<file path="config.mk">
export PLATFORM = sky130hd
export DESIGN_NAME = tbdo_top
export DESIGN_NICKNAME = d
export VERILOG_FILES = /design/src/rtl/tbdo_divider.v /design/src/rtl/tbdo_tap_edge.v /design/src/rtl/tbdo_top.v
export VERILOG_INCLUDE_DIRS = /design/src /design/src/rtl
export SDC_FILE = /design/constraint.sdc
export NUM_CORES = 1
export LEC_CHECK = 0
export BUFFER_PORTS_ARGS = -buffer_cell sky130_fd_sc_hd__buf_2
export CELL_PAD_IN_SITES_DETAIL_PLACEMENT = 0
export CELL_PAD_IN_SITES_GLOBAL_PLACEMENT = 2
export CORE_MARGIN = 10
export CORE_UTILIZATION = 28
export CTS_CLUSTER_SIZE = 10
export DETAILED_ROUTE_END_ITERATION = 10
export GPL_TIMING_DRIVEN = 0
export PLACE_DENSITY = 0.87
export SLEW_MARGIN = 20
export SYNTH_ARGS = -nofsm -noshare
export SYNTH_HDL_FRONTEND = slang
export SYNTH_SLANG_ARGS = --single-unit
</file>
<file path="constraint.sdc">
create_clock -name pclk -period 2.91 [get_ports pclk]
set_input_delay 0.1455 -clock pclk [delete_from_list [all_inputs] [get_ports pclk]]
set_output_delay 0.1455 -clock pclk [all_outputs]
set_load 0.01 [all_outputs]
</file>
<file path="src/rtl/tbdo_map.vh">
`ifndef TBDO_MAP_VH
`define TBDO_MAP_VH

// ----------------------------------------
// Register offsets (byte addresses)
// ----------------------------------------
// Printed offset 0x36 is not a multiple of four: index kept, byte address is index * 4
`define TBDO_CTRL_INDEX 12'h036
`define TBDO_CTRL_ADDR 12'h0D8
`define TBDO_STAT_ADDR 12'h0E0
`define TBDO_MASK_ADDR 12'h0E4
`define TBDO_CFG_ADDR 12'h0E8

// ----------------------------------------
// Control field positions
// ----------------------------------------
`define TBDO_PULSE_EN_BIT 7
`define TBDO_PULSE_RATE_HI 6
`define TBDO_PULSE_RATE_LO 5
`define TBDO_ZERO_BIT 4
`define TBDO_TICK_EN_BIT 3
`define TBDO_TICK_RATE_HI 2
`define TBDO_TICK_RATE_LO 0

// ----------------------------------------
// Reset values
// ----------------------------------------
`define TBDO_CTRL_RESET 8'h00
`define TBDO_MASK_RESET 1'b0
`define TBDO_PRESCALE_RESET 1'b0

// ----------------------------------------
// Divider sizing
// ----------------------------------------
`define TBDO_DIV_WIDTH 24

`endif

</file>
<file path="src/rtl/tbdo_divider.v">
`include "tbdo_map.vh"

// ----------------------------------------
// Free-running divider of the high-frequency clock
// ----------------------------------------
module tbdo_divider #(
	parameter WIDTH = `TBDO_DIV_WIDTH
) (
	input wire pclk, // clock
	input wire presetn, // async reset, active low
	input wire ce, // clock enable
	output reg [WIDTH-1:0] div_q // divider taps
);

	// Never cleared by software; only reset touches it
	always @(posedge pclk or negedge presetn)
	begin
		if (!presetn)
			div_q <= {WIDTH{1'b0}};
		else if (ce)
			div_q <= div_q + {{(WIDTH-1){1'b0}}, 1'b1};
	end

endmodule // tbdo_divider

</file>
<file path="src/rtl/tbdo_tap_edge.v">
`include "tbdo_map.vh"

// ----------------------------------------
// Tap selection with falling-edge detect
// ----------------------------------------
module tbdo_tap_edge #(
	parameter WIDTH = `TBDO_DIV_WIDTH
) (
	input wire pclk, // clock
	input wire presetn, // async reset, active low
	input wire ce, // clock enable
	input wire [WIDTH-1:0] taps, // divider taps
	input wire [4:0] sel, // tap index, bit sel toggles at fc/2^(sel+1)
	output wire level, // selected tap level
	output wire fall // one-cycle pulse on falling edge
);

	reg prev_q;

	assign level = taps[sel];
	assign fall = ce & prev_q & ~level;

	always @(posedge pclk or negedge presetn)
	begin
		if (!presetn)
			prev_q <= 1'b0;
		else if (ce)
			prev_q <= level;
	end

endmodule // tbdo_tap_edge

</file>
<file path="src/rtl/tbdo_top.v">
`include "tbdo_map.vh"

module tbdo_top #(
	parameter DIV_WIDTH = `TBDO_DIV_WIDTH
) (
	input wire pclk, // APB clock, stands in for the high-frequency clock
	input wire presetn, // async reset, active low
	input wire ce, // clock enable, freezes all state
	input wire psel, // APB select
	input wire penable, // APB enable
	input wire pwrite, // APB direction
	input wire [11:0] paddr, // APB byte address
	input wire [31:0] pwdata, // APB write data
	output wire [31:0] prdata, // APB read data
	output wire pready, // APB ready
	output wire pslverr, // APB error on unmapped address
	output wire irq, // level interrupt
	output wire tick_interrupt, // one-cycle periodic tick request
	output reg buzzer_pulse_out_n // active-low pulse pin
);

	// ----------------------------------------
	// Registers
	// ----------------------------------------
	reg [7:0] ctrl_q;
	reg prescale_select_q;
	reg stat_q;
	reg mask_q;
	reg [31:0] rdata_q;
	reg [31:0] rdata_d;
	reg err_d;
	reg err_q;
	reg [4:0] tick_sel;
	reg [4:0] pulse_sel;

	wire [DIV_WIDTH-1:0] div_taps;
	wire tick_fall;
	wire pulse_level;
	wire tick_enable;
	wire pulse_out_enable;
	wire [2:0] tick_rate_select;
	wire [1:0] pulse_rate_select;
	wire wr_en;
	wire rd_en;

	assign tick_enable = ctrl_q[`TBDO_TICK_EN_BIT];
	assign pulse_out_enable = ctrl_q[`TBDO_PULSE_EN_BIT];
	assign tick_rate_select = ctrl_q[`TBDO_TICK_RATE_HI:`TBDO_TICK_RATE_LO];
	assign pulse_rate_select = ctrl_q[`TBDO_PULSE_RATE_HI:`TBDO_PULSE_RATE_LO];

	// ----------------------------------------
	// APB slave, zero wait states
	// ----------------------------------------
	assign pready = 1'b1;
	assign wr_en = ce & psel & penable & pwrite;
	assign rd_en = ce & psel & ~penable & ~pwrite;
	assign prdata = rdata_q;
	assign pslverr = psel & penable & err_q;

	// Read data latched in setup so it comes from a flip-flop in access
	always @*
	begin
		rdata_d = 32'h00000000;
		err_d = 1'b0;
		case (paddr)
			`TBDO_CTRL_ADDR: rdata_d = {24'h000000, ctrl_q};
			`TBDO_STAT_ADDR: rdata_d = {31'h00000000, stat_q};
			`TBDO_MASK_ADDR: rdata_d = {31'h00000000, mask_q};
			`TBDO_CFG_ADDR: rdata_d = {31'h00000000, prescale_select_q};
			default: err_d = 1'b1;
		endcase
	end

	always @(posedge pclk or negedge presetn)
	begin
		if (!presetn)
		begin
			rdata_q <= 32'h00000000;
			err_q <= 1'b0;
		end
		else if (ce && psel && !penable)
		begin
			rdata_q <= rd_en ? rdata_d : 32'h00000000;
			err_q <= err_d;
		end
	end

	// ----------------------------------------
	// Control, configuration and mask
	// ----------------------------------------
	always @(posedge pclk or negedge presetn)
	begin
		if (!presetn)
		begin
			ctrl_q <= `TBDO_CTRL_RESET;
			prescale_select_q <= `TBDO_PRESCALE_RESET;
			mask_q <= `TBDO_MASK_RESET;
		end
		else if (wr_en)
		begin
			case (paddr)
				// Bit 4 forced to zero whatever software writes; rate and enable
				// land together so one write may set both
				`TBDO_CTRL_ADDR: ctrl_q <= pwdata[7:0] & 8'hEF;
				`TBDO_CFG_ADDR: prescale_select_q <= pwdata[0];
				`TBDO_MASK_ADDR: mask_q <= pwdata[0];
				default: ctrl_q <= ctrl_q;
			endcase
		end
	end

	// ----------------------------------------
	// Rate decode
	// ----------------------------------------
	// Tap index n toggles at fc/2^(n+1), so a divide exponent e uses tap e-1
	always @*
	begin
		case (tick_rate_select)
			3'h0: tick_sel = 5'd22;
			3'h1: tick_sel = 5'd20;
			3'h2: tick_sel = 5'd15;
			3'h3: tick_sel = 5'd13;
			3'h4: tick_sel = 5'd12;
			3'h5: tick_sel = 5'd11;
			3'h6: tick_sel = 5'd10;
			3'h7: tick_sel = 5'd8;
			default: tick_sel = 5'd22;
		endcase
		if (prescale_select_q)
			tick_sel = tick_sel + 5'd1;
	end

	always @*
	begin
		case (pulse_rate_select)
			2'h0: pulse_sel = 5'd12;
			2'h1: pulse_sel = 5'd11;
			2'h2: pulse_sel = 5'd10;
			2'h3: pulse_sel = 5'd9;
			default: pulse_sel = 5'd12;
		endcase
		if (prescale_select_q)
			pulse_sel = pulse_sel + 5'd1;
	end

	// ----------------------------------------
	// Shared divider and taps
	// ----------------------------------------
	tbdo_divider #(
		.WIDTH(DIV_WIDTH)
	) u_div (
		.pclk(pclk),
		.presetn(presetn),
		.ce(ce),
		.div_q(div_taps)
	);

	tbdo_tap_edge #(
		.WIDTH(DIV_WIDTH)
	) u_tick_tap (
		.pclk(pclk),
		.presetn(presetn),
		.ce(ce),
		.taps(div_taps),
		.sel(tick_sel),
		.level(),
		.fall(tick_fall)
	);

	tbdo_tap_edge #(
		.WIDTH(DIV_WIDTH)
	) u_pulse_tap (
		.pclk(pclk),
		.presetn(presetn),
		.ce(ce),
		.taps(div_taps),
		.sel(pulse_sel),
		.level(pulse_level),
		.fall()
	);

	// ----------------------------------------
	// Tick request and interrupt status
	// ----------------------------------------
	// Divider keeps running while disabled, so the first tick may come early
	assign tick_interrupt = tick_enable & tick_fall;
	assign irq = stat_q & mask_q;

	// Set wins over a write-one clear in the same cycle
	always @(posedge pclk or negedge presetn)
	begin
		if (!presetn)
			stat_q <= 1'b0;
		else if (ce)
		begin
			if (tick_interrupt)
				stat_q <= 1'b1;
			else if (wr_en && paddr == `TBDO_STAT_ADDR && pwdata[0])
				stat_q <= 1'b0;
		end
	end

	// ----------------------------------------
	// Pulse pin
	// ----------------------------------------
	// Square tap gives exact half duty; pin idles high when disabled
	always @(posedge pclk or negedge presetn)
	begin
		if (!presetn)
			buzzer_pulse_out_n <= 1'b1;
		else if (ce)
			buzzer_pulse_out_n <= pulse_out_enable ? pulse_level : 1'b1;
	end

endmodule // tbdo_top

</file>
---- Word-level counts from Yosys, hierarchy flattened ----
Memory sizes are Yosys's and may differ from the RTL's.
Cells that the tools add are included.
operators by class
  add/subtract/negate cells ............... 3
  multiply operators ...................... 0
  div/mod/pow operators ................... 0
  order comparisons ....................... 2
  equality and inequality tests ........... 7
  shift-type cells ........................ 0
  multiplexer cells ....................... 13
  bitwise logic cells ..................... 14
  reduce and logical (&&, ||, !) cells .... 12
operators by type and width
  kind                   count
  $eq 12x8->1 const B    4
  $mux 32                1
  $pmux 8 s4             1
  $add 24x1->24 const B  1
  $pmux 5 s4             1
  $lt 5x6->1 const B     2
  $and 1x1->1            11
  $add 5x1->5 const B    2
  $bmux 1 s5             2
  $mux 5                 2
  $reduce_and 2->1       4
  $mux 1                 6
  $eq 2x2->1 const B     2
  $logic_and 1x1->1      4
  $reduce_or 4->1        1
  $not 1->1              3
  $eq 2x1->1 const B     1
  $logic_not 2->1        1
  $reduce_bool 2->1      1
  $logic_not 1->1        1
storage, ports and cells
  register bits ........................... 69
  latch bits .............................. 0
  bits in writable memories ............... 0
  memory bits (read-only) ................. 40
  output and inout bits ................... 37
  logic and storage cells ................. 61
  memories ................................ 1
memory list
  memory           words  width  read ports  clocked after memory_dff  write ports  line            RTL
  (no name shown)  8      5      1           0                         0            tbdo_top.v:118  case (tick_rate_select)

---- Depth between registers and ports, before layout ----
Gate-level depths: netlist of the first run.
An unclocked memory read counts as a cell.
  depth after elaboration ................. 10
  mapped depth ............................ 11
  mapped depth without buffers ............ 11

---- Hierarchy ----
A second synthesis of the first run with hierarchy kept.
unflattened totals
  cells, all modules ...................... 277
  area total of the unflattened synthesis .. 3029.2 µm²
modules (own cells, without submodules)
  module         times used  cells an instance  area an instance (µm²)  seq. area each (µm²)
  tbdo_top       1           125                1342.5                  476.7
  tbdo_divider   1           90                 1083.5                  600.6
  tbdo_tap_edge  2           31                 301.5                   25.0

---- Worst setup path before layout of the first run ----
OpenSTA, ideal clock, no wires.
  path kind ............................... reg2out
  from .................................... register ctrl_q[1]
  to ...................................... output tick_interrupt
  arrival time ............................ 2636 ps
  required time ........................... 2765 ps
  slack ................................... 128 ps
  cell stages (with the launch flop) ...... 12
  buffers on the path ..................... 0
  cells stage by stage .................... dfrtp_1 > inv_1 > ha_1 > nor2b_1 > nor2_1 > ha_1 > nand2_1 > xnor2_1 > mux4_1 > a22oi_2 > o31ai_2 > nor2_1
on the way
  word-level cells in the longest chain between the ends .. 8
RTL lines
  element                           line                RTL
  from (decl)                       tbdo_top.v:25       reg [7:0] ctrl_q;
  from (signal assigned)            tbdo_top.v:95       ctrl_q <= `TBDO_CTRL_RESET;
  from (signal assigned)            tbdo_top.v:104      `TBDO_CTRL_ADDR: ctrl_q <= pwdata[7:0] & 8'hEF;
  from (signal assigned)            tbdo_top.v:107      default: ctrl_q <= ctrl_q;
  $mem_v2 8x5 (*)                   -
  $add 5x1->5                       tbdo_top.v:130      tick_sel = tick_sel + 5'd1;
  $mux 5 (*)                        tbdo_top.v:129      if (prescale_select_q)
  $bmux 1 s5 (*)                    tbdo_tap_edge.v:20  assign level = taps[sel];
  $mux 1 (not written as such) (*)  tbdo_tap_edge.v:20
  $not 1->1 (*)                     tbdo_tap_edge.v:21  assign fall = ce & prev_q & ~level;
  $and 1x1->1 (*)                   tbdo_tap_edge.v:21
  $and 1x1->1 (*)                   tbdo_top.v:186      assign tick_interrupt = tick_enable & tick_fall;
  to (decl)                         tbdo_top.v:18       output wire tick_interrupt,
Every way passes the cells marked *; elsewhere a longest branch is shown, timed or not. The select of a mux whose other input is x is not followed.

---- Worst setup path in the final report of the first run ----
Ends and elaborated chain as after synthesis.

==> summary.md, run 1 <==
| Metric | Value |
|---|---|
| DP Area | `3360 sq um` |
| Die Width | `122 microns` |
| Final worst setup slack | `-62.6 ps` |
| Unrepaired setup endpoints after global routing | `yes` |
| Post-synth ARST share | `1.00` |
| Worst-Skew Late Latency | `300 ps` |
| Antenna-violating nets left | `0` |
| Hold_buf cts | `0` |
| Register area | `1100 sq um` |
| Clk_skew | `6.82 ps` |
| Critical path data required time | `2760 ps` |
| Sequential cell area fraction in the yosys report | `0.377` |
| Cell Rows | `37` |
| Setup TNS Final | `-62.6 ps` |
| Measured slew at the worst slew-check pin | `970 ps` |
| First-pass GRT wire length | `11100 microns` |
| Die height | `122 microns` |
| Vias in the first global route | `2243` |
| Share of cells above drive strength 1 | `0.324` |
| Mapped cell area | `2920 sq um` |
| CP Class | `reg -> out` |
| CP arrival | `2830 ps` |
| H-tree depth | `2` |
| Antenna cells | `0` |
| Mapped Cells | `291` |
| Vias | `2265` |
| CP endpoint kind | `output pin` |
| WHS | `-3.33 ps` |
| Post-synth EDFFs | `0` |
| Slew Viols, Final | `0` |
| DP Wirelength | `5170 microns` |
| IO Count | `87` |
| Starting Density | `0.286` |
| Die Area | `14900 sq um` |
| Synthesis Warnings | `0` |
| PwrDens | `402 nW/um^2` |
| Dpl cells | `486` |
| Total GRT Usage | `0.0907` |
| Yosys cell types | `63` |
| Crit-path max FO | `4` |
| HP Class | `in -> async` |
| Failing checks | `hold timing, setup timing` |
| Clock sink total | `44` |
| Vias/cell | `4.50` |
| Area grow syn2layout | `22.8%` |
| DRC | `0` |
| Largest net degree at the start of global routing | `45` |
| Status | `finished, violations left` |
| MaxCap Viol Count | `0` |
| Area of the multi-input gates | `1690 sq um` |
| Startpoint types | `flop` |
| CTS tree | `done` |
| Clock root cell | `clkbuf_8` |
| Antenna violations before repair | `0` |
| Finished Layout Cells | `503` |
| F_max | `336 MHz` |
| Core area | `10200 sq um` |
| Routability cong. | `0.800` |
| Port Buf Inserts | `35` |
| Yosys reg bits | `44` |
| Static leakage | `1.65 nW` |
| Tmin final | `2970 ps` |
| Post-DR wirelength/cell | `13.6 microns` |
| Worst slew margin | `0.348` |
| 1st-iter DRT viols | `71` |
| Crit share post-route | `1.02` |
| TritonCTS Buffers | `5` |
| GR Overflow Total | `0` |
| Dominant synthesized flop cell | `dfrtp_1` |
| Design area | `3590 sq um` |
| WL final | `6840 microns` |
| Final Net Count | `425` |
| Final setup viols | `1` |
| Syn_area_per_cell | `10.0 sq um` |
| Clk slew on worst S/H paths | `80 ps` |
| Drt pass-1 iters | `4` |
| # fillers | `1057` |
| Clock Path Buffers | `2` |
| Peak supply drop | `0.202 mV` |
| Final hold violation count | `1` |
[critical path, stage by stage (launching register included)]
cell and delay (ps):
dfrtp_2 400, inv_4 60, ha_4 280, nor2b_4 40, nor2_2 90, ha_2 200
nand2_4 70, xnor2_4 240, mux4_2 540, a22oi_2 200, o31ai_2 100, nor2_1 150
buf_2 160
[synth_stat cells (2+ instances only)]
library cell | number | area (sq um)
a31oi_1 | 3 | 18.8
ha_1 | 9 | 113
nand2b_1 | 2 | 12.5
mux4_1 | 2 | 52.6
clkbuf_1 | 4 | 15.0
conb_1 | 2 | 7.51
nor2_1 | 11 | 41.3
a22oi_1 | 2 | 15.0
xnor2_1 | 21 | 184
nand4_1 | 9 | 56.3
a21oi_1 | 5 | 25.0
xor2_1 | 4 | 35.0
buf_4 | 27 | 203
o22ai_1 | 2 | 12.5
inv_1 | 8 | 30.0
nor4_1 | 3 | 18.8
nand3b_1 | 3 | 22.5
nand3_1 | 11 | 55.1
a211oi_1 | 3 | 22.5
mux2i_1 | 7 | 70.1
dfrtp_1 | 43 | 1080
or2_2 | 2 | 12.5
nor2b_1 | 8 | 50.1
a22o_1 | 8 | 70.1
and3_1 | 5 | 31.3
a21boi_0 | 2 | 15.0
a221oi_1 | 2 | 17.5
or3_1 | 2 | 12.5
nor3_1 | 2 | 10.0
o21ai_0 | 7 | 35.0
nand2_1 | 26 | 97.6
mux2_2 | 15 | 169
[report_power, final]
| group | internal [W] | leakage [nW] | switching (W) |
|---|---|---|---|
| Sequential | 0.000664 | 0.581 | 0.0000615 |
| Clock | 0.000254 | 0.0541 | 0.000211 |
| Combinational | 0.000121 | 1.01 | 0.000132 |
[cells by family (layout without fill, tap and decap cells)]
kind of cell,count (synthesis),after routing,synth area share
XOR/XNOR,26,26,0.0843
flip-flops,44,44,0.377
buffers and inverters,42,94,0.0916
adder cells (fa/ha/maj),9,9,0.0385
AO/OA/AOI/OAI,52,52,0.134
other,2,26,0.00257
multiplexers,25,25,0.107
AND/OR/NAND/NOR,91,91,0.164
[what timing repair did]
action,CTS,global route
gates resized for setup,15,3
endpoints found under the setup margin,3,1
setup buffers,7,2
pin swaps,5,7
[layout make-up]
class | count | share of cell area
tap | 136 | 0.0474
clock inverter | 3 | 0.0119
timing repair buffer | 44 | 0.0687
inverter | 8 | 0.00906
buffer | 34 | 0.0662
clock buffer | 5 | 0.0192
sequential | 44 | 0.308
multi-input combinational | 229 | 0.470
[sequential cells by signal, summed over array words and instances (netlist names)]
signal,count
u_div.div_q,24
ctrl_q,7
prdata,7
buzzer_pulse_out_n,1
err_q,1
mask_q,1
prescale_select_q,1
stat_q,1
u_tick_tap.prev_q,1
[routing by layer]
layer,vias to the layer above,share of wire,track usage
li1,1140,-,-
met5,-,0,0
met3,4,0.071,0.0278
met4,0,0.011,0.0287
met2,55,0.44,0.141
met1,1066,0.48,0.117
[metrics by stage]
step	worst slack [ps]	power, W	util
2_1_floorplan	128	0.000906	-
3_3_place_gp	-309	0.000980	0.328
3_5_place_dp	-331	0.000992	0.328
4_1_cts	-69.3	0.00146	0.348
5_1_grt	-237	0.00153	0.351
6_report	-62.6	0.00144	0.351
[layout by cell type (no fill, tap or decap), types with 3 or more instances in the layout]
master     n
buf_4     35
nand4_1    9
buf_2     36
dfrtp_1   41
nor2_1    10
clkbuf_8   5
conb_1    26
a31oi_1    3
a22o_1     8
nor4_1     3
nor2b_1    7
nand3_1   11
inv_1      6
nand3b_1   3
o21ai_0    6
a21oi_1    5
and3_1     5
mux2i_1    7
nand2_1   25
mux2_2    15
clkbuf_1   4
a211oi_1   3
xnor2_1   20
xor2_1     4
ha_1       7
[worst paths after layout]
kind                                              from                            end  slack [ps]  depth (start not counted)
min in group pclk                               pwrite          prdata[0]$_DFFE_PN0P_          70                          2
max in group asynchronous                      presetn          ctrl_q[0]$_DFFE_PN0P_        2270                          1
setup / recovery                 ctrl_q[1]$_DFFE_PN0P_                 tick_interrupt         -60                         12
hold reg to reg            u_div.div_q[23]$_DFFE_PN0P_    u_div.div_q[23]$_DFFE_PN0P_         480                          1
hold / removal                                 presetn          prdata[1]$_DFFE_PN0P_          -3                          1
setup reg to reg                 ctrl_q[1]$_DFFE_PN0P_  u_tick_tap.prev_q$_DFFE_PN0P_         280                         12
(Power assumes the default switching activity.)
==> inputs of run 2 (changes only) <==
Settings changed: CELL_PAD_IN_SITES_DETAIL_PLACEMENT 0 to 1.
==> run 2 against run 1 <==
The run ends with setup timing left. Clock skew up 0.57 ps. Combinational power up 3%. Fmax down 0.17%. Sequential power up 0.6%. Power down 3.0%. First-iteration DRC count up 20%. Cell count unchanged. Non-clock buffer count unchanged. Critical path depth unchanged. Wire length up 10%. Critical path type unchanged. Critical endpoint unchanged. Highest routed layer unchanged.
==> summary.md, run 2 (synthesized netlist as in run 1, its figures left out) <==
| Metric | Value |
|---|---|
| Met2 usage | `0.171` |
| Cell Rows | `37` |
| CP endpoint kind | `output pin` |
| Vias | `2333` |
| Worst-Skew Late Latency | `310 ps` |
| Die height | `122 microns` |
| MaxCap Viol Count | `0` |
| Port Buf Inserts | `35` |
| Final Net Count | `425` |
| Core area | `10200 sq um` |
| Commonest non-fill, non-tap cell in the layout | `dfrtp_1` |
| WP buf/inv | `2` |
| Design area | `3590 sq um` |
| Routing usage on met1 | `0.121` |
| Crit-path max FO | `4` |
| PwrDens | `390 nW/um^2` |
| DRC | `0` |
| Clk_skew | `7.38 ps` |
| HP Class | `in -> reg` |
| Antenna violations before repair | `0` |
| Setup TNS Final | `-67.5 ps` |
| WL final | `7520 microns` |
| Max reg flops | `24` |
| DP Wirelength | `5660 microns` |
| Crit share post-route | `1.02` |
| CP Class | `reg -> out` |
| Area grow syn2layout | `22.8%` |
| Biggest register | `u_div.div_q` |
| Die Area | `14900 sq um` |
| Final hold violation count | `0` |
| Crit-path max cell delay | `540 ps` |
| Starting Density | `0.286` |
| Final Power | `0.00140 W` |
| Startpoint types | `flop` |
| First-pass GRT wire length | `12400 microns` |
| Crit-path leading delay family | `multiplexers` |
| Antenna cells | `0` |
| Vias in the first global route | `2491` |
| IO Count | `87` |
| H-tree depth | `2` |
| Critical-path top delay cell | `mux4_2` |
| Clock Path Buffers | `2` |
| GR Overflow Total | `0` |
| Final core occ | `0.351` |
| Clock root cell | `clkbuf_8` |
| Commonest cells after routing, fill and taps aside | `41 x dfrtp_1, 36 x buf_4, 35 x buf_2` |
| Routability cong. | `0.800` |
| Status | `finished, violations left` |
| Measured slew at the worst slew-check pin | `752 ps` |
| Antenna-violating nets left | `0` |
| M3 GR Usage | `0.0319` |
| CP arrival | `2830 ps` |
| 1st-iter DRT viols | `85` |
| Tmin final | `2980 ps` |
| Clock sink total | `44` |
| Critical path data required time | `2760 ps` |
| Slew Viols, Final | `0` |
| # fillers | `1187` |
| Worst slew margin | `0.494` |
| Share of cells above drive strength 1 | `0.322` |
| Busiest layer in global routing | `met2` |
| Peak supply drop | `0.165 mV` |
| Largest net degree at the start of global routing | `45` |
| Final worst setup slack | `-67.5 ps` |
| TritonCTS Buffers | `5` |
| Post-DR wirelength/cell | `15.0 microns` |
| Die Width | `122 microns` |
| Drt pass-1 iters | `4` |
| Clk slew on worst S/H paths | `80 ps` |
| F_max | `336 MHz` |
| CTS tree | `done` |
| Unrepaired setup endpoints after global routing | `yes` |
| Worst-path cell chain | `inv_4, ha_4, nor2b_2, nor2_1, ha_2, nand2_4, xnor2_4, mux4_2, a22oi_2, o31ai_4, nor2_2, buf_2` |
| DP Area | `3360 sq um` |
| Static leakage | `1.63 nW` |
| Total GRT Usage | `0.102` |
| Failing checks | `setup timing` |
| Final setup viols | `1` |
| Vias/cell | `4.64` |
-- run 2: cell count changes in the layout (fill, tap and decap cells not counted), sizes merged --
cell | previous run | this run
buf | 74 | 73
clkbuf | 9 | 11
bufinv | 1 | 0
dlygate4sd3 | 0 | 1
clkinv | 1 | 0
-- run 2: final timing paths --
| check | start | endpoint | slack [ps] | cells after the start |
|---|---|---|---|---|
| worst max-delay path | ctrl_q[1]$_DFFE_PN0P_ | tick_interrupt | -70 | 12 |
| max in group asynchronous | presetn | ctrl_q[0]$_DFFE_PN0P_ | 2130 | 2 |
| worst min register to register | prdata[0]$_DFFE_PN0P_ | prdata[0]$_DFFE_PN0P_ | 470 | 2 |
| min in group asynchronous | presetn | prdata[1]$_DFFE_PN0P_ | 370 | 2 |
| worst min-delay path | pwrite | prdata[0]$_DFFE_PN0P_ | 60 | 2 |
| worst max register to register | ctrl_q[1]$_DFFE_PN0P_ | u_tick_tap.prev_q$_DFFE_PN0P_ | 120 | 13 |
-- run 2: stage by stage --
| stage | setup WS, ps | std cells | hold slack [ps] |
|---|---|---|---|
| after floorplan | 128 | 315 | -150 |
| after global placement | -309 | 486 | 353 |
| after detailed placement | -387 | 486 | 370 |
| after CTS | -92.6 | 501 | 43.8 |
| after global routing | -210 | 503 | 65.9 |
| final | -67.5 | 503 | 62.3 |
-- run 2: layout make-up --
type	instances	area, sq um	area share
plain buffers	34	238	0.0662
clock buffers	7	86.3	0.0241
clock inverters	1	7.51	0.00209
inverters	8	32.5	0.00906
multi-input cells	229	1700	0.474
flip-flops and latches	44	1100	0.308
well taps	136	170	0.0474
repair buffers	44	248	0.0690
-- run 2: routing by layer --
metal  routed length [microns]  part of all wire
met1                      3330              0.44
met2                      3530              0.47
met3                       556             0.074
met4                       100             0.013
met5                         0                 0
-- run 2: report_power, final --
group	switching [W]	total, W	internal [W]
Clock	0.000217	0.000410	0.000193
Combinational	0.000138	0.000260	0.000122
Sequential	0.0000652	0.000729	0.000664
-- run 2: timing repair --
item                                    CTS  global route
endpoints found under the setup margin    3             1
hold endpoints to repair                  0            43
hold buffers                              0             1
pin swaps                                 6             4
setup buffers                             7             1
gates resized for setup                  16             2
==> inputs of run 3 (changes only) <==
Settings changed: CORE_UTILIZATION 28 to 30, PLACE_DENSITY 0.87 to 0.89.
Clock period 2.91 ns to 3.9 ns, I/O delays scaled along.
==> run 3 against run 2 <==
The run now ends clean. Wire length fell by 1.5%. Sequential power fell by 25%. Via count rose by 0.30%. Critical path depth did not move. Count of clock-buffer cells in the layout rose by 1. Worst setup slack improved by 400 ps. Combinational power fell by 29%. Global-route usage rose by 0.17 points. Register-to-register slack improved by 690 ps. Non-clock buffer count fell by 8.
==> summary.md, run 3 (synthesized netlist as in run 1, its figures left out) <==
| Metric | Value |
|---|---|
| Status | `completed` |
| Antenna-violating nets left | `0` |
| PwrDens | `299 nW/um^2` |
| Crit share post-route | `0.915` |
| Post-CTS Setup Inserts | `0` |
| Critical-path top delay cell | `mux4_1` |
| Final setup viols | `0` |
| Measured slew at the worst slew-check pin | `793 ps` |
| 1st-iter DRT viols | `91` |
| Starting Density | `0.312` |
| First-pass GRT wire length | `12300 microns` |
| Finished Layout Cells | `488` |
| Clock root cell | `clkbuf_8` |
| Slew Viols, Final | `0` |
| Vias/cell | `4.80` |
| Clock sink total | `44` |
| Peak supply drop | `0.104 mV` |
| CP arrival | `3370 ps` |
| Crit-path max FO | `6` |
| # fillers | `1130` |
| Cell Rows | `35` |
| Antenna cells | `0` |
| Worst-path cell chain | `inv_1, ha_1, nor2b_1, nor2_1, ha_1, nand2_1, xnor2_2, mux4_1, a22oi_2, o31ai_2, nor2_1, buf_2` |
| GR Overflow Total | `0` |
| Final Net Count | `417` |
| Vias | `2340` |
| Core area | `9370 sq um` |
| Setup TNS Final | `0 ps` |
| Vias in the first global route | `2468` |
| Dpl cells | `479` |
| Share of cells above drive strength 1 | `0.273` |
| IO Count | `87` |
| CP Class | `reg -> out` |
| Die Area | `14100 sq um` |
| Tmin final | `3570 ps` |
| Critical path data required time | `3700 ps` |
| MaxCap Viol Count | `0` |
| WHS | `122 ps` |
| Clk_skew | `9.73 ps` |
| H-tree depth | `2` |
| Die Width | `119 microns` |
| Largest net degree at the start of global routing | `45` |
| CP endpoint kind | `output pin` |
| Biggest register | `u_div.div_q` |
| HP Class | `in -> reg` |
| Final hold violation count | `0` |
| Clock Path Buffers | `2` |
| Drt pass-1 iters | `4` |
| Die height | `119 microns` |
| Unrepaired setup endpoints after global routing | `no` |
| DRC | `0` |
| Post-DR wirelength/cell | `15.2 microns` |
| Area of the multi-input gates | `1660 sq um` |
| CTS tree | `done` |
| Area grow syn2layout | `18.6%` |
| Worst slew margin | `0.467` |
| Static leakage | `1.59 nW` |
| WL final | `7410 microns` |
| F_max | `280 MHz` |
| Commonest non-fill, non-tap cell in the layout | `dfrtp_1` |
| Final worst setup slack | `330 ps` |
| DP Wirelength | `5860 microns` |
| Worst-Skew Late Latency | `300 ps` |
| Routability cong. | `0.797` |
| Clk slew on worst S/H paths | `90 ps` |
| Total GRT Usage | `0.103` |
| Final Power | `0.00103 W` |
| Post-place setup slack | `495 ps` |
| Crit-path max cell delay | `650 ps` |
| TritonCTS Buffers | `5` |
| Antenna violations before repair | `0` |
| Startpoint types | `flop` |
| Port Buf Inserts | `35` |
| Register area | `1100 sq um` |
| Commonest cells after routing, fill and taps aside | `43 x dfrtp_1, 35 x buf_2, 28 x buf_4` |
| Max reg flops | `24` |
[run 3: cell count changes in the layout (fill, tap and decap cells not counted), sizes merged]
cell / delta
buf: -8
clkbuf: +1
clkinvlp: -1
[run 3: metrics by stage]
stage,utilization,cell area (sq um)
after detailed placement,0.357,3350
after floorplan,-,3010
final,0.370,3470
after CTS,0.367,3440
after global placement,0.357,3350
after global routing,0.370,3470
[run 3: final timing paths]
check,from,end,slack (ps),cells past startpoint
worst min register to register,prdata[0]$_DFFE_PN0P_,prdata[0]$_DFFE_PN0P_,480,2
worst max register to register,ctrl_q[1]$_DFFE_PN0P_,u_tick_tap.prev_q$_DFFE_PN0P_,810,11
worst min-delay path,pwrite,prdata[0]$_DFFE_PN0P_,120,2
max in group asynchronous,presetn,buzzer_pulse_out_n$_DFFE_PN1P_,3090,2
min in group asynchronous,presetn,prdata[7]$_DFFE_PN0P_,430,2
worst max-delay path,ctrl_q[1]$_DFFE_PN0P_,tick_interrupt,330,12
[run 3: routing by layer]
metal / part of all wire / wire, microns / vias up / global-route usage
met2: 0.49 / 3610 / 52 / 0.176
met3: 0.047 / 351 / 10 / 0.0248
li1: - / - / 1131 / -
met4: 0.013 / 100 / 0 / 0.0336
met1: 0.45 / 3340 / 1147 / 0.125
met5: 0 / 0 / - / 0
[run 3: cell type report]
type,instances,area share
plain buffers,34,0.0686
multi-input cells,229,0.478
well taps,129,0.0466
flip-flops and latches,44,0.318
inverters,8,0.00866
clock buffers,8,0.0260
repair buffers,36,0.0542
[run 3: worst max-delay path: cells and delay by family (launching register included)]
family	cells	cell delay [ps]
flops	1	480
simple gates	4	440
fa+ha+maj	2	530
xor+xnor	1	370
mux	1	650
compound gates	2	320
buf+inv	2	280
[run 3: report_power, final]
group,switching [W],internal (W),total [W]
sequential,0.0000502,0.000495,0.000545
clock,0.000160,0.000145,0.000304
combinational,0.0000943,0.0000907,0.000185
[run 3: what timing repair did]
item	CTS	global route
endpoints found under the hold margin	0	43
endpoints found under the setup margin	0	1
gates resized for setup	0	1
hold buffers	0	1
